**config.mk**
```make
export PLATFORM = sky130hd
export DESIGN_NAME = ebc_top
export DESIGN_NICKNAME = d
export VERILOG_FILES = /design/src/ebc_pkg.sv /design/src/ebc_sync.sv /design/src/ebc_strap.sv /design/src/ebc_top.sv
export SDC_FILE = /design/constraint.sdc
export NUM_CORES = 1
export LEC_CHECK = 0
export ABC_CLOCK_PERIOD_IN_PS = 2100
export BUFFER_PORTS_ARGS = -buffer_cell sky130_fd_sc_hd__clkbuf_2
export CAP_MARGIN = 20
export CELL_PAD_IN_SITES_DETAIL_PLACEMENT = 1
export CELL_PAD_IN_SITES_GLOBAL_PLACEMENT = 2
export CORE_ASPECT_RATIO = 0.7
export CORE_MARGIN = 8
export CORE_UTILIZATION = 28
export CTS_BUF_LIST = sky130_fd_sc_hd__clkbuf_2 sky130_fd_sc_hd__clkbuf_4 sky130_fd_sc_hd__clkbuf_8
export CTS_CLUSTER_DIAMETER = 80
export DETAILED_ROUTE_END_ITERATION = 6
export GPL_ROUTABILITY_DRIVEN = 0
export PLACE_DENSITY_LB_ADDON = 0.1
export SLEW_MARGIN = 5
export SYNTH_ARGS = -nofsm -noshare
export SYNTH_HDL_FRONTEND = slang
export SYNTH_SLANG_ARGS = --single-unit
```
**constraint.sdc**
```tcl
create_clock -name clk_i -period 2.1 [get_ports clk_i]
set_input_delay 0.21 -clock clk_i [delete_from_list [all_inputs] [get_ports clk_i]]
set_output_delay 0.21 -clock clk_i [all_outputs]
set_load 0.02 [all_outputs]
```
**src/ebc_pkg.sv**
```systemverilog
// ebc_pkg: constants and types shared by the external bus cycle block
// assumes: one 20 MHz clock, synchronous active-high reset
package ebc_pkg;

  // ---------------------------------------------------------------
  // clock and timing
  // ---------------------------------------------------------------
  localparam int unsigned CLK_PERIOD_NS   = 50;
  localparam int unsigned HOLD_MAX_NS     = 800;  // 4 bus cycles without waits
  localparam int unsigned HOLD_MAX_CYC    = HOLD_MAX_NS / CLK_PERIOD_NS;
  localparam int unsigned SYNC_STAGES     = 2;
  localparam int unsigned STRAP_DELAY_CYC = 1;    // strap caught on the fourth clock after release, one beyond the sync stages

  // ---------------------------------------------------------------
  // widths and reset values
  // ---------------------------------------------------------------
  localparam int unsigned ADDR_W = 20;
  localparam int unsigned DATA_W = 16;
  localparam logic [15:0] DATA_RST = 16'h0000;
  localparam logic [19:0] ADDR_RST = 20'h00000;

  // ---------------------------------------------------------------
  // cycle kinds requested by the core
  // ---------------------------------------------------------------
  typedef enum logic [1:0] {
    EBC_KIND_MEM,
    EBC_KIND_IO,
    EBC_KIND_INTA,
    EBC_KIND_RFSH
  } ebc_kind_type;

  // bus cycle states; tw is the wait state between t3 and t4
  typedef enum logic [2:0] {
    EBC_IDLE,
    EBC_T1,
    EBC_T2,
    EBC_T3,
    EBC_TW,
    EBC_T4,
    EBC_HOLD
  } ebc_state_type;

endpackage

```
**src/ebc_sync.sv**
```systemverilog
// ebc_sync: two-flop synchroniser for a level from outside the clock domain
// assumes: input is asynchronous to clk_i; output lags by two edges
`timescale 1ns/1ps
module ebc_sync
  import ebc_pkg::*;
(
  input  wire logic clk_i,
  input  wire logic rst_i,
  input  wire logic async_i,
  output logic      sync_o
);
  logic meta_ff;

  // first flop feeds only the second flop
  always_ff @(posedge clk_i) begin
    if (rst_i) begin
      meta_ff <= 1'b0;
      sync_o  <= 1'b0;
    end else begin
      meta_ff <= async_i;
      sync_o  <= meta_ff;
    end
  end
endmodule

```
**src/ebc_strap.sv**
```systemverilog
// ebc_strap: catches the address-enable strap after reset release
// assumes: strap_i already synchronised; pull-up lives on the pad
`timescale 1ns/1ps
module ebc_strap
  import ebc_pkg::*;
(
  input  wire logic clk_i,
  input  wire logic rst_i,
  input  wire logic strap_i,
  output logic      addr_en_n_o,
  output logic      done_o
);
  logic [1:0] cnt_ff;

  // count edges after release, latch strap once; wait out the sync stages first
  always_ff @(posedge clk_i) begin
    if (rst_i) begin
      cnt_ff      <= 2'h0;
      addr_en_n_o <= 1'b1;
      done_o      <= 1'b0;
    end else if (!done_o) begin
      cnt_ff <= cnt_ff + 2'h1;
      if (cnt_ff == 2'(STRAP_DELAY_CYC + SYNC_STAGES)) begin
        addr_en_n_o <= strap_i;
        done_o      <= 1'b1;
      end
    end
  end
endmodule

```
**src/ebc_top.sv**
```systemverilog
// ebc_top: external local-bus cycle sequencer with bus hold handshake
// assumes: core offers one request at a time and drops it after t1 entry, before done_o;
// pads resolve each three-signal pin from its output enable
`timescale 1ns/1ps

module ebc_top
  import ebc_pkg::*;
(
  input  wire logic         clk_i,
  input  wire logic         rst_i,
  // core side
  input  wire logic         req_i,
  input  wire ebc_kind_type kind_i,
  input  wire logic         write_i,
  input  wire logic [19:0]  addr_i,
  input  wire logic [1:0]   lanes_i,      // bit1 high byte, bit0 low byte
  input  wire logic [15:0]  wdata_i,
  input  wire logic         low_region_i, // cycle hits low region select
  input  wire logic         up_region_i,  // cycle hits upper region select
  input  wire logic         low_region_select_config_disable_address_bit_i,
  input  wire logic         upper_region_select_config_disable_address_bit_i,
  input  wire logic         narrow_bus_i, // 8-bit variant
  input  wire logic         chip_sel_n_i, // decoded selects, low active
  output logic              done_o,
  output logic [15:0]       rdata_o,
  // pins
  input  wire logic         async_ready_i,
  input  wire logic         sync_ready_i,
  input  wire logic         hold_req_i,
  input  wire logic         addr_enable_strap_n_i,
  input  wire logic [15:0]  muxed_addr_data_bus_i,
  output logic [15:0]       muxed_addr_data_bus_o,
  output logic [15:0]       muxed_addr_data_bus_oe_o,
  output logic [7:0]        high_address_outputs_o,
  output logic              high_address_outputs_oe_o,
  output logic [19:0]       nonmuxed_address_bus_o,
  output logic              nonmuxed_address_bus_oe_o,
  output logic              addr_strobe_o,
  output logic              byte_high_en_n_o,
  output logic              byte_high_en_oe_o,
  output logic              wr_high_n_o,
  output logic              wr_low_n_o,
  output logic              wr_strobe_oe_o,
  output logic              xcvr_en_n_o,
  output logic              xcvr_en_oe_o,
  output logic              transfer_direction_o,
  output logic              transfer_direction_oe_o,
  output logic              chip_sel_n_o,
  output logic              hold_ack_o
);
  // ---------------------------------------------------------------
  // synchronisers and strap
  // ---------------------------------------------------------------
  logic ardy_s, srdy_s, hold_s, strap_s, strap_n, strap_done;

  ebc_sync u_ardy  (.clk_i(clk_i), .rst_i(rst_i), .async_i(async_ready_i),
                    .sync_o(ardy_s));
  ebc_sync u_srdy  (.clk_i(clk_i), .rst_i(rst_i), .async_i(sync_ready_i),
                    .sync_o(srdy_s));
  ebc_sync u_hold  (.clk_i(clk_i), .rst_i(rst_i), .async_i(hold_req_i),
                    .sync_o(hold_s));
  ebc_sync u_strap (.clk_i(clk_i), .rst_i(rst_i), .async_i(addr_enable_strap_n_i),
                    .sync_o(strap_s));
  ebc_strap u_cap  (.clk_i(clk_i), .rst_i(rst_i), .strap_i(strap_s),
                    .addr_en_n_o(strap_n), .done_o(strap_done));

  // ---------------------------------------------------------------
  // state and latched cycle
  // ---------------------------------------------------------------
  ebc_state_type state_ff, nxt_state;
  ebc_kind_type  kind_ff;
  logic          write_ff;
  logic [19:0]   addr_ff;
  logic [1:0]    lanes_ff;
  logic [15:0]   wdata_ff;
  logic          addr_on_bus_ff;
  logic          narrow_ff;
  logic          dir_ff;
  logic          ready;

  // ready: async high wins, else sync ready
  assign ready = ardy_s | srdy_s;

  // next-state: refresh outranks hold, hold outranks other cycles
  always_comb begin
    nxt_state = state_ff;
    unique case (state_ff)
      EBC_IDLE: begin
        if (req_i && kind_i == EBC_KIND_RFSH && strap_done) begin
          nxt_state = EBC_T1;
        end else if (hold_s) begin
          nxt_state = EBC_HOLD;
        end else if (req_i && strap_done) begin
          nxt_state = EBC_T1;
        end
      end
      EBC_T1: nxt_state = EBC_T2;
      EBC_T2: nxt_state = EBC_T3;
      EBC_T3: nxt_state = ready ? EBC_T4 : EBC_TW;
      EBC_TW: nxt_state = ready ? EBC_T4 : EBC_TW;
      EBC_T4: nxt_state = EBC_IDLE;
      EBC_HOLD: begin
        // release on drop, or reclaim for a pending refresh
        if (!hold_s || (req_i && kind_i == EBC_KIND_RFSH)) begin
          nxt_state = EBC_IDLE;
        end
      end
    endcase
  end

  // state register
  always_ff @(posedge clk_i) begin
    if (rst_i) begin
      state_ff <= EBC_IDLE;
    end else begin
      state_ff <= nxt_state;
    end
  end

  // latch the request at t1 entry
  always_ff @(posedge clk_i) begin
    if (rst_i) begin
      kind_ff        <= EBC_KIND_MEM;
      write_ff       <= 1'b0;
      addr_ff        <= ADDR_RST;
      lanes_ff       <= 2'h0;
      wdata_ff       <= DATA_RST;
      addr_on_bus_ff <= 1'b1;
      narrow_ff      <= 1'b0;
    end else if (state_ff == EBC_IDLE && nxt_state == EBC_T1) begin
      kind_ff   <= kind_i;
      write_ff  <= write_i && kind_i != EBC_KIND_RFSH;
      addr_ff   <= addr_i;
      lanes_ff  <= lanes_i;
      wdata_ff  <= wdata_i;
      narrow_ff <= narrow_bus_i;
      // strap low forces address; else disable bits decide
      if (!strap_n) begin
        addr_on_bus_ff <= 1'b1;
      end else begin
        addr_on_bus_ff <= !((low_region_i && low_region_select_config_disable_address_bit_i)
                          || (up_region_i && upper_region_select_config_disable_address_bit_i));
      end
    end
  end

  // ---------------------------------------------------------------
  // pin outputs, all registered, decoded from next and current state
  // ---------------------------------------------------------------
  logic        busy_n;
  logic        refresh;
  logic [15:0] t1_addr;
  assign busy_n  = (nxt_state == EBC_IDLE) || (nxt_state == EBC_HOLD);
  assign refresh = (kind_ff == EBC_KIND_RFSH);
  // refresh: bit0 high on muxed bus; live request, latches load on the same edge
  assign t1_addr = {addr_i[15:1], addr_i[0] | (kind_i == EBC_KIND_RFSH)};

  // muxed bus: address in t1, data t2..t4 on writes, else float
  always_ff @(posedge clk_i) begin
    if (rst_i || nxt_state == EBC_HOLD) begin
      muxed_addr_data_bus_o    <= DATA_RST;
      muxed_addr_data_bus_oe_o <= 16'h0000;
    end else if (nxt_state == EBC_T1 && state_ff == EBC_IDLE) begin
      muxed_addr_data_bus_o    <= t1_addr;
      muxed_addr_data_bus_oe_o <= addr_on_bus_next() ? 16'hffff : 16'h0000;
    end else if (!busy_n && state_ff != EBC_IDLE) begin
      muxed_addr_data_bus_o    <= wdata_ff;
      muxed_addr_data_bus_oe_o <= write_ff ? {{8{lanes_ff[1]}}, {8{lanes_ff[0]}}}
                                           : 16'h0000;
    end else begin
      muxed_addr_data_bus_oe_o <= 16'h0000;
    end
  end

  // decision for the address phase taken from live inputs at t1 entry
  function automatic logic addr_on_bus_next();
    if (!strap_n) begin
      return 1'b1;
    end
    return !((low_region_i && low_region_select_config_disable_address_bit_i)
          || (up_region_i && upper_region_select_config_disable_address_bit_i));
  endfunction

  // high address outputs on the narrow variant, every state of a cycle
  always_ff @(posedge clk_i) begin
    if (rst_i || nxt_state == EBC_HOLD) begin
      high_address_outputs_o    <= 8'h00;
      high_address_outputs_oe_o <= 1'b0;
    end else if (nxt_state == EBC_T1 && state_ff == EBC_IDLE) begin
      high_address_outputs_o    <= addr_i[15:8];
      high_address_outputs_oe_o <= narrow_bus_i;
    end else if (busy_n) begin
      high_address_outputs_oe_o <= 1'b0;
    end
  end

  // plain address: set on the edge into t1, the same edge that puts the address on ad
  always_ff @(posedge clk_i) begin
    if (rst_i || nxt_state == EBC_HOLD) begin
      nonmuxed_address_bus_o    <= ADDR_RST;
      nonmuxed_address_bus_oe_o <= 1'b0;
    end else begin
      nonmuxed_address_bus_oe_o <= 1'b1;
      if (state_ff == EBC_IDLE && nxt_state == EBC_T1) begin
        nonmuxed_address_bus_o <= addr_i;
      end
    end
  end

  // address strobe high during t1 only; falls with address still valid
  always_ff @(posedge clk_i) begin
    if (rst_i) begin
      addr_strobe_o <= 1'b0;
    end else begin
      addr_strobe_o <= (nxt_state == EBC_T1);
    end
  end

  // high-byte enable: unlatched, t1 through t3 and waits
  always_ff @(posedge clk_i) begin
    if (rst_i || nxt_state == EBC_HOLD) begin
      byte_high_en_n_o  <= 1'b1;
      byte_high_en_oe_o <= 1'b0;
    end else begin
      byte_high_en_oe_o <= 1'b1;
      unique case (nxt_state)
        EBC_T1:  byte_high_en_n_o <= (state_ff == EBC_IDLE)
                   ? !(lanes_i[1] && kind_i != EBC_KIND_RFSH) : byte_high_en_n_o;
        EBC_T2, EBC_T3, EBC_TW: byte_high_en_n_o <= byte_high_en_n_o;
        default: byte_high_en_n_o <= 1'b1;
      endcase
    end
  end

  // per-lane write strobes t2, t3 and waits of writes, released for t4
  always_ff @(posedge clk_i) begin
    if (rst_i || nxt_state == EBC_HOLD) begin
      wr_high_n_o    <= 1'b1;
      wr_low_n_o     <= 1'b1;
      wr_strobe_oe_o <= 1'b0;
    end else begin
      wr_strobe_oe_o <= 1'b1;
      wr_high_n_o    <= !(write_ff && lanes_ff[1] && !busy_n && state_ff != EBC_IDLE
                          && nxt_state != EBC_T4);
      wr_low_n_o     <= !(write_ff && lanes_ff[0] && !busy_n && state_ff != EBC_IDLE
                          && nxt_state != EBC_T4);
    end
  end

  // direction: high to transmit; transceiver enable off across any turn
  always_ff @(posedge clk_i) begin
    if (rst_i || nxt_state == EBC_HOLD) begin
      dir_ff                  <= 1'b0;
      transfer_direction_o    <= 1'b0;
      transfer_direction_oe_o <= 1'b0;
      xcvr_en_n_o             <= 1'b1;
      xcvr_en_oe_o            <= 1'b0;
    end else begin
      transfer_direction_oe_o <= 1'b1;
      xcvr_en_oe_o            <= 1'b1;
      if (state_ff == EBC_T1) begin
        dir_ff               <= write_ff;
        transfer_direction_o <= write_ff;
      end
      xcvr_en_n_o <= !(!busy_n && state_ff != EBC_IDLE && state_ff != EBC_T1
                       && !refresh && dir_ff == write_ff);
    end
  end

  // chip selects high while held, done pulse and read capture at t4
  always_ff @(posedge clk_i) begin
    if (rst_i) begin
      chip_sel_n_o <= 1'b1;
      hold_ack_o   <= 1'b0;
      done_o       <= 1'b0;
      rdata_o      <= DATA_RST;
    end else begin
      hold_ack_o   <= (nxt_state == EBC_HOLD);
      chip_sel_n_o <= (nxt_state == EBC_HOLD) ? 1'b1 : chip_sel_n_i;
      done_o       <= (state_ff == EBC_T4);
      if (state_ff == EBC_T4 && !write_ff) begin
        rdata_o <= muxed_addr_data_bus_i;
      end
    end
  end
endmodule

```
; After elaboration in Yosys (flattened, before gate mapping)
; Index checks and enable logic that the tools add are counted.
[word_totals]
regBits = 123
latch_bits = 0
mem_bits_rw = 0
romBits = 0
memories = 0
[classes]
n_addsub = 1
n_mul = 0
div = 0
order_cmp = 0
eq_ne = 19
shifts = 0
n_mux = 26
n_bitwise = 4
reduce_logical = 44
[op_table]
columns = cell, count
row1 = $mux 16, 6
row2 = $logic_and 1x1->1, 21
row3 = $pmux 3 s6, 1
row4 = $eq 3x3->1 const B, 5
row5 = $mux 1, 14
row6 = $eq 3x2->1 const B, 4
row7 = $mux 3, 4
row8 = $logic_not 1->1, 9
row9 = $eq 2x2->1 const B, 3
row10 = $eq 3x1->1 const B, 2
row11 = $logic_not 3->1, 2
row12 = $logic_or 1x1->1, 4
row13 = $reduce_and 2->1, 2
row14 = $reduce_bool 2->1, 2
row15 = $reduce_or 2->1, 2
row16 = $ne 3x1->1 const B, 1
row17 = $ne 3x3->1 const B, 1
row18 = $reduce_bool 3->1, 1
row19 = $reduce_or 3->1, 1
row20 = $add 2x1->2 const B, 1
row21 = $ne 2x1->1 const B, 1
row22 = $ne 2x2->1 const B, 1
row23 = $not 1->1, 2
row24 = $or 1x1->1, 2
row25 = 2 further kinds, 2

; Depth between registers and ports, before layout
; Gate-level depths: netlist of the first run.
[depth]
ltp_word = 14
mapped_depth = 8
mapped_depth_nobuf = 6

; By module
; A second synthesis of the first run with hierarchy kept.
[hier_totals]
hier_cells = 483
area_unflattened_um2 = 4327.9
[modules_own_cells]
columns = mod, instances, cells_each, area_per_inst_um2
row1 = ebc_top, 1, 452, 3967.6
row2 = ebc_sync, 4, 4, 52.6
row3 = ebc_strap, 1, 15, 150.1

; Least setup slack after synthesis of the first run
; Ideal clock, no wire load.
[synth_path]
path_kind = flip-flop to flip-flop
start = register state_ff[1]
end = register byte_high_en_n_o
t_arrival_ps = 1582
required_time_ps = 1973
setup_slack_ps = 391
path_stages_with_launch = 8
n_path_buf = 1
synth_period_minus_slack_ps = 1709
cell_sequence = dfxtp_1 -> buf_6 -> or3_4 -> a21oi_1 -> a21oi_1 -> a21oi_1 -> mux2i_1 -> or3_1
[synth_via]
elab_chain_cells = 8
elab_cells_between_ends = 24
[synth_lines]
columns = item, line
row1 = from (decl), ebc_top.sv:70  ; ebc_state_type state_ff, nxt_state;
row2 = from (signal assigned), ebc_top.sv:116  ; state_ff <= nxt_state;
row3 = $mux 3, ebc_top.sv:93  ; end else if (req_i && strap_done) begin
row4 = $mux 3, ebc_top.sv:91  ; end else if (hold_s) begin
row5 = $mux 3, ebc_top.sv:89  ; if (req_i && kind_i == EBC_KIND_RFSH && strap_done) begin
row6 = $pmux 3 s6, ebc_top.sv:87  ; unique case (state_ff)
row7 = $eq 3x2->1 or $eq 3x3->1 (tied branches), ebc_top.sv:226  ; unique case (nxt_state)
row8 = $reduce_or 3->1, ebc_top.sv:226
row9 = $not 1->1 (no source line), --
row10 = $reduce_and 2->1 (no source line), --
row11 = to (signal assigned), ebc_top.sv:227  ; EBC_T1: byte_high_en_n_o <= (state_ff == EBC_IDLE)
row12 = to (signal assigned), ebc_top.sv:229  ; EBC_T2, EBC_T3, EBC_TW: byte_high_en_n_o <= byte_high_en_n_o;
row13 = to (decl), ebc_top.sv:39  ; output logic byte_high_en_n_o,
; Parallel ways exist; a longest one is shown, timed or not.
; A chain may end at the register's enable or synchronous reset.

; Final worst setup path of the first run
[layout_path]
start = register u_cap.done_o
end = register wr_high_n_o
[layout_via]
elab_chain_cells = 12
elab_cells_between_ends = 16
[layout_lines]
columns = item, line
row1 = from (decl), ebc_strap.sv:11  ; output logic done_o
row2 = from (signal assigned), ebc_strap.sv:20  ; done_o <= 1'b0;
row3 = from (signal assigned), ebc_strap.sv:25  ; done_o <= 1'b1;
row4 = $logic_and 1x1->1, ebc_top.sv:93
row5 = $mux 3, ebc_top.sv:93
row6 = $mux 3, ebc_top.sv:91
row7 = $mux 3 (*), ebc_top.sv:89
row8 = $pmux 3 s6 (*), ebc_top.sv:87
row9 = $eq 3x3->1 or $logic_not 3->1 (tied branches), "ebc_top.sv:153, ebc_top.sv:237"
row10 = $logic_or 1x1->1, ebc_top.sv:153  ; assign busy_n = (nxt_state == EBC_IDLE) || (nxt_state == EBC_HOLD);
row11 = $logic_not 1->1, ebc_top.sv:243  ; wr_high_n_o <= !(write_ff && lanes_ff[1] && !busy_n && state_ff != EBC_IDLE
row12 = $logic_and 1x1->1 (2 in a row), ebc_top.sv:243
row13 = $logic_and 1x1->1, ebc_top.sv:244  ; && nxt_state != EBC_T4);
row14 = $logic_not 1->1, ebc_top.sv:243
row15 = to (signal assigned), ebc_top.sv:243
row16 = to (decl), ebc_top.sv:41  ; output logic wr_high_n_o,
; Mark *: on every way between the ends. The rest lies on a longest branch, timed or not.

==> run metrics, run 1 <==
Worst-Margin Slew=0.4564 ns; Most used DFF post-synth=dfxtp_1; arrival time at the worst endpoint=2.24 ns; DIE WIDTH=161.4 um; Final WS setup=0.1358 ns; slowest stage cell, crit path=a221oi_4; Via Count=3689; Clock Tree Root=clkbuf_8; Avg Synthesized Cell Area=8.740 sq um; Setup Total Neg Slack=0 ns; Worst Setup Path Type=reg -> reg; H-tree depth=3; Total Power=6252 uW; Placement Setup Slack=0.01256 ns; Core ar.=0.01458 sq mm; global-route usage over all layers=13.91%; Antenna Nets Post-Route=0; fraction of layout cells with a size suffix above 1=36.70%; Synth Cell Area=0.004143 sq mm; Seq. cell area=0.002026 sq mm; Slew HR=69.58%; hpwl dp=9.864 mm; fmax=0.5091 GHz; setup violators final=0; vias per inst=4.566; commonest non-fill, non-tap cell in the layout=clkbuf_2; setup bufs post-CTS=0; multi-input logic area=0.001738 sq mm; Avg WL per Cell=16.39 um; hold_ws=0.03929 ns; Power Density=1197 mW/mm^2; number of buffer cells added on primary ports=160; syn_nets=545; largest family of logic cells by synthesized area=compound AO/OA/AOI/OAI gates; TritonRoute pass-1 iters=4; asr flop ratio synth=0%; most frequent cells in the layout=clkbuf_2 (160), nand2_1 (129), dfxtp_1 (98); post-synthesis mux area share=0.4832%; Syn Inst Count=474; Max stage delay on crit path=0.38 ns; synthesized flop and latch total=101; Area Overhead vs Synth=26.06%; CTS Sinks=101; DRT iter0 DRCs=116; Routed WL=13.24 mm; Placement Rows=37; simple-gate share of the synthesized area=19.87%; Cell Chain, Critical Path=nand4_1 > a21o_1 > a221oi_4 > a21oi_4 > a211oi_1 > buf_4 > nand2_1; Leak=0.002150 uW; CTS tree=yes; largest net degree at the start of global routing=46; Yosys cell types=51; antenna violations before repair=1; yosys warns=0; Overflow after GRT=0; startpoint types=flop; number of synthesized flops with an enable pin=0; worst clock skew=0.01109 ns; min cycle time layout=1.964 ns; area share of xor/xnor cells in the synthesized design=0.4228%; Reg clk slew, reported paths=0.11 ns; crit share post-route=93.53%; global-route wire length before repair=21.31 mm; hold buffers post-CTS=0; Clock Tree Buf Depth=2; cts bufs inserted=9; final hold violation count=0; # DRC=0; # IOs=161; largest vdd supply drop=0.4961 mV; status=completed; Final Max Tran Viols=0; worst hold path type=in -> reg; Filler cells=1799; Final nets=679; Starting Density=28.41%; post-synthesis sequential area ratio=48.81%; n_diodes=0; WP data required=2.38 ns; worst skew pair latency=0.37 ns; post-synthesis compound-gate area fraction=20.57%; Synth Area in Adders=0.3020%; unrepaired setup endpoints after global routing=no; Max Fanout on Critical Path=4; cts repair resizes=2; vias in the first global route=3991; Design Area, Final=0.005223 sq mm; max cap viols=0; placed inst area=0.005006 sq mm; CP endpoint kind=flop; Die Footprint=0.01901 sq mm; Die H=117.8 um
==> cells in the mapped netlist, types with 2 or more instances <==
cell,n,area [sq um]
nand3_1,7,35.03
nand4_1,3,18.77
nor3_1,3,15.01
o21ai_0,4,20.02
buf_4,27,202.7
a21oi_1,71,355.3
a21o_1,3,22.52
buf_6,5,56.30
nand2_1,129,484.2
clkbuf_1,11,41.29
inv_1,4,15.01
mux2i_1,2,20.02
a311oi_2,15,225.2
nor2b_1,12,75.07
nor2_1,32,120.1
a211oi_1,2,15.01
dfxtp_1,101,2022
buf_2,10,50.05
==> routing by layer <==
| metal | part of all wire, % | up-vias | track usage [%] |
|---|---|---|---|
| li1 | - | 1841 | - |
| met1 | 46 | 1724 | 16.76 |
| met2 | 43 | 111 | 22.09 |
| met3 | 10 | 11 | 6.569 |
| met4 | 0.81 | 2 | 3.114 |
| met5 | 0.13 | - | 0 |
==> sequential cells by signal (all words and copies together) (netlist names), 2 cells and up <==
name and flops:
state_ff 3, kind_ff 2, muxed_addr_data_bus_o 16, u_cap.cnt_ff 2, nonmuxed_address_bus_o 13, muxed_addr_data_bus_oe_o 2
wdata_ff 16, lanes_ff 2, high_address_outputs_o 7, rdata_o 16
==> area by class of cell <==
type / count / share of cell area [%]
clock buffers: 9 / 2.372
well taps: 195 / 4.672
clock inverters: 7 / 1.605
inverters: 5 / 0.4073
flip-flops and latches: 101 / 38.79
repair buffers: 178 / 18.88
multi-input cells: 313 / 33.28
==> final timing paths <==
| path | start | to | slack [ns] | cells past startpoint |
|---|---|---|---|---|
| worst max-delay path | u_cap.done_o$_SDFF_PP0_ | wr_high_n_o$_SDFF_PN1_ | 0.14 | 7 |
| worst min-delay path | addr_enable_strap_n_i | u_strap.meta_ff$_SDFF_PP0_ | 0.04 | 2 |
| worst max register to register | u_cap.done_o$_SDFF_PP0_ | wr_high_n_o$_SDFF_PN1_ | 0.14 | 7 |
| worst min register to register | lanes_ff[0]$_SDFFE_PP0P_ | wr_low_n_o$_SDFF_PN1_ | 0.42 | 1 |
==> per-stage QoR <==
stage | util [%] | instances
2_1_floorplan | - | 474
3_3_place_gp | 34.33 | 792
3_5_place_dp | 34.33 | 792
4_1_cts | 35.80 | 808
5_1_grt | 35.81 | 808
6_report | 35.81 | 808
==> logic make-up after synthesis <==
| kind of cell | Yosys count |
|---|---|
| and+or+nand+nor | 194 |
| AOI/OAI and AO/OA | 114 |
| DFF | 101 |
| buffers and inverters | 60 |
| xor gates and xnor gates | 2 |
| muxes | 2 |
| adders and majority gates | 1 |
==> power breakdown <==
part	internal (uW)	leakage, uW	switching, uW
registers	2160	0.000822	212
logic	982	0.00123	1580
clock network	571	0.000102	747
==> critical path, delay by kind of cell (launching register included) <==
kind | cells | cell delay [ns]
AO/OA/AOI/OAI | 4 | 1.09
buffers and inverters | 1 | 0.18
flip-flops | 1 | 0.37
AND/OR/NAND/NOR | 2 | 0.23
Note: power is estimated with default switching activity, not from simulation.
==> run 2, diff against run 1 <==
CELL_PAD_IN_SITES_DETAIL_PLACEMENT = not set   (was 1)
CELL_PAD_IN_SITES_GLOBAL_PLACEMENT = not set   (was 2)
CORE_UTILIZATION = 50   (was 28)
PLACE_DENSITY = 0.91   (was not set)
PLACE_DENSITY_LB_ADDON = not set   (was 0.1)
==> run metrics, run 2 (same netlist as run 1, synthesis figures left out) <==
CP top delay family=compound AO/OA/AOI/OAI gates; worst clock skew=0.009574 ns (-0.001515 ns); Cell Chain, Critical Path=a21bo_4 > a31oi_4 > o2111ai_2 > a21oi_4 > buf_12 > a21oi_1; Final nets=674 (-0.74%); vias per inst=5.300 (+16%); global-route wire length before repair=17.98 mm (-16%); CP bufs+invs=1 (unchanged); Reg clk slew, reported paths=0.09 ns (-0.02 ns); Final WS setup=0.1868 ns (+0.05097 ns); n_diodes=0 (unchanged); Placement Setup Slack=0.04638 ns (+0.03382 ns); Die Footprint=0.01150 sq mm (-39%); Area Overhead vs Synth=22.17%; Power Density=1209 mW/mm^2 (+0.99%); fraction of layout cells with a size suffix above 1=36.02% (-0.68 points); launch point of the worst path=u_hold.sync_o$_SDFF_PP0_; number of buffer cells added on primary ports=160 (unchanged); M1 GR Usage=21.55% (+4.8 points); Clock Tree Root=clkbuf_8; Overflow after GRT=0 (unchanged); worst r2r src=u_hold.sync_o$_SDFF_PP0_; Total Power=6119 uW (-2.1%); Antenna Nets Post-Route=0 (unchanged); GR Util met2=30.16% (+8.1 points); DIE WIDTH=124.8 um (-23%); Via Count=3758 (+1.9%); GR peak layer=met2; worst hold path type=in -> reg; global-route usage over all layers=18.69% (+4.8 points); min cycle time layout=1.913 ns (-0.05097 ns); placed inst area=0.004851 sq mm (-3.1%); Placement Rows=27 (-27%); antenna violations before repair=0 (-1); Crit path depth=6 (-1); H-tree depth=3 (unchanged); hold buffers post-CTS=0 (unchanged); Avg WL per Cell=15.53 um (-5.2%); Core ar.=0.007939 sq mm (-46%); Slew HR=72.07% (+2.5 points); Hold Path Depth=2 (unchanged); WP data required=2.34 ns (-0.04 ns); unrepaired setup endpoints after global routing=no; Filler cells=685 (-62%); CTS tree=yes; arrival time at the worst endpoint=2.15 ns (-0.09 ns); hpwl dp=8.367 mm (-15%); setup violators final=0 (unchanged); Routed WL=11.01 mm (-17%); TritonRoute pass-1 iters=5 (+1); status=completed; max cap viols=0 (unchanged); fmax=0.5227 GHz (+2.7%); CTS Sinks=101 (unchanged); largest vdd supply drop=0.6028 mV (+22%); # IOs=161 (unchanged); vias in the first global route=3788 (-5.1%); worst skew pair latency=0.36 ns (about the same); most frequent cells in the layout=clkbuf_2 (160), nand2_1 (129), dfxtp_1 (99); commonest non-fill, non-tap cell in the layout=clkbuf_2; slowest stage cell, crit path=dfxtp_1; Final Max Tran Viols=0 (unchanged); CP endpoint kind=flop; final hold violation count=0 (unchanged); Worst-Margin Slew=0.4157 ns (-0.04064 ns); M3 GR Usage=8.856% (+2.3 points); cts bufs inserted=9 (unchanged); hold_ws=0.05296 ns (+0.01368 ns); Die H=92.16 um (-22%); startpoint types=flop; # DRC=0 (unchanged); Leak=0.002122 uW (-1.3%); Design Area, Final=0.005061 sq mm (-3.1%); min-delay src=chip_sel_n_i; Largest regs=muxed_addr_data_bus_o (16), rdata_o (16), wdata_ff (16); largest net degree at the start of global routing=46 (unchanged); Starting Density=52.18% (+24 points); Max stage delay on crit path=0.47 ns (+0.09 ns); Worst Setup Path Type=reg -> reg; Setup Total Neg Slack=0 ns (unchanged); crit share post-route=91.11% (-2.4 points); DRT iter0 DRCs=257 (+120%); setup bufs post-CTS=0 (unchanged); Worst Reg2Reg Path Length in Cells=6 (-1); Max Fanout on Critical Path=36 (+32); Seq. cell area=0.002024 sq mm (about the same); Clock Tree Buf Depth=2 (unchanged); multi-input logic area=0.001735 sq mm (-0.14%)
==> run 2: power breakdown <==
group          leakage, uW  switching [uW]  internal, uW
registers         0.000822             194          2150
clock network     0.000100             631           625
logic              0.00120            1540           973
total              0.00212            2370          3750
==> run 2: metrics by stage <==
step / cells / utilization [%]
after floorplan: 474 / -
after global placement: 693 / 61.10
after detailed placement: 693 / 61.10
after CTS: 709 / 63.69
after global routing: 709 / 63.75
final: 709 / 63.75
==> run 2: worst reg2reg max path: stages, from the launching register on <==
cell and delay (ns):
dfxtp_1 0.47, a21bo_4 0.29, a31oi_4 0.22, o2111ai_2 0.16
a21oi_4 0.29, buf_12 0.27, a21oi_1 0.09
==> run 2: path summary, 6_finish.rpt <==
path / slack [ns] / end
hold / removal: 0.05 / chip_sel_n_o$_SDFF_PN1_
hold reg to reg: 0.42 / wr_high_n_o$_SDFF_PN1_
setup / recovery: 0.19 / nonmuxed_address_bus_o[1]$_SDFFE_PN0P_
setup reg to reg: 0.19 / nonmuxed_address_bus_o[1]$_SDFFE_PN0P_
==> run 2: cell type report <==
| cell class | instances | share of cell area (%) |
|---|---|---|
| clock buffers | 13 | 3.164 |
| clock inverters | 3 | 0.8900 |
| inverters | 5 | 0.4203 |
| multi-input cells | 313 | 34.29 |
| flip-flops and latches | 101 | 40.00 |
| well taps | 101 | 2.497 |
| repair buffers | 173 | 18.74 |
==> run 2: metal layers <==
metal / part of all wire, % / up-vias
li1: - / 1828
met1: 41 / 1726
met2: 46 / 187
met3: 12 / 17
met4: 1.4 / 0
met5: 0 / -
==> run 2: timing repair <==
action,in CTS,in global routing
endpoints found under the hold margin,0,0
setup endpoints to repair,0,40
gates resized for setup,0,3
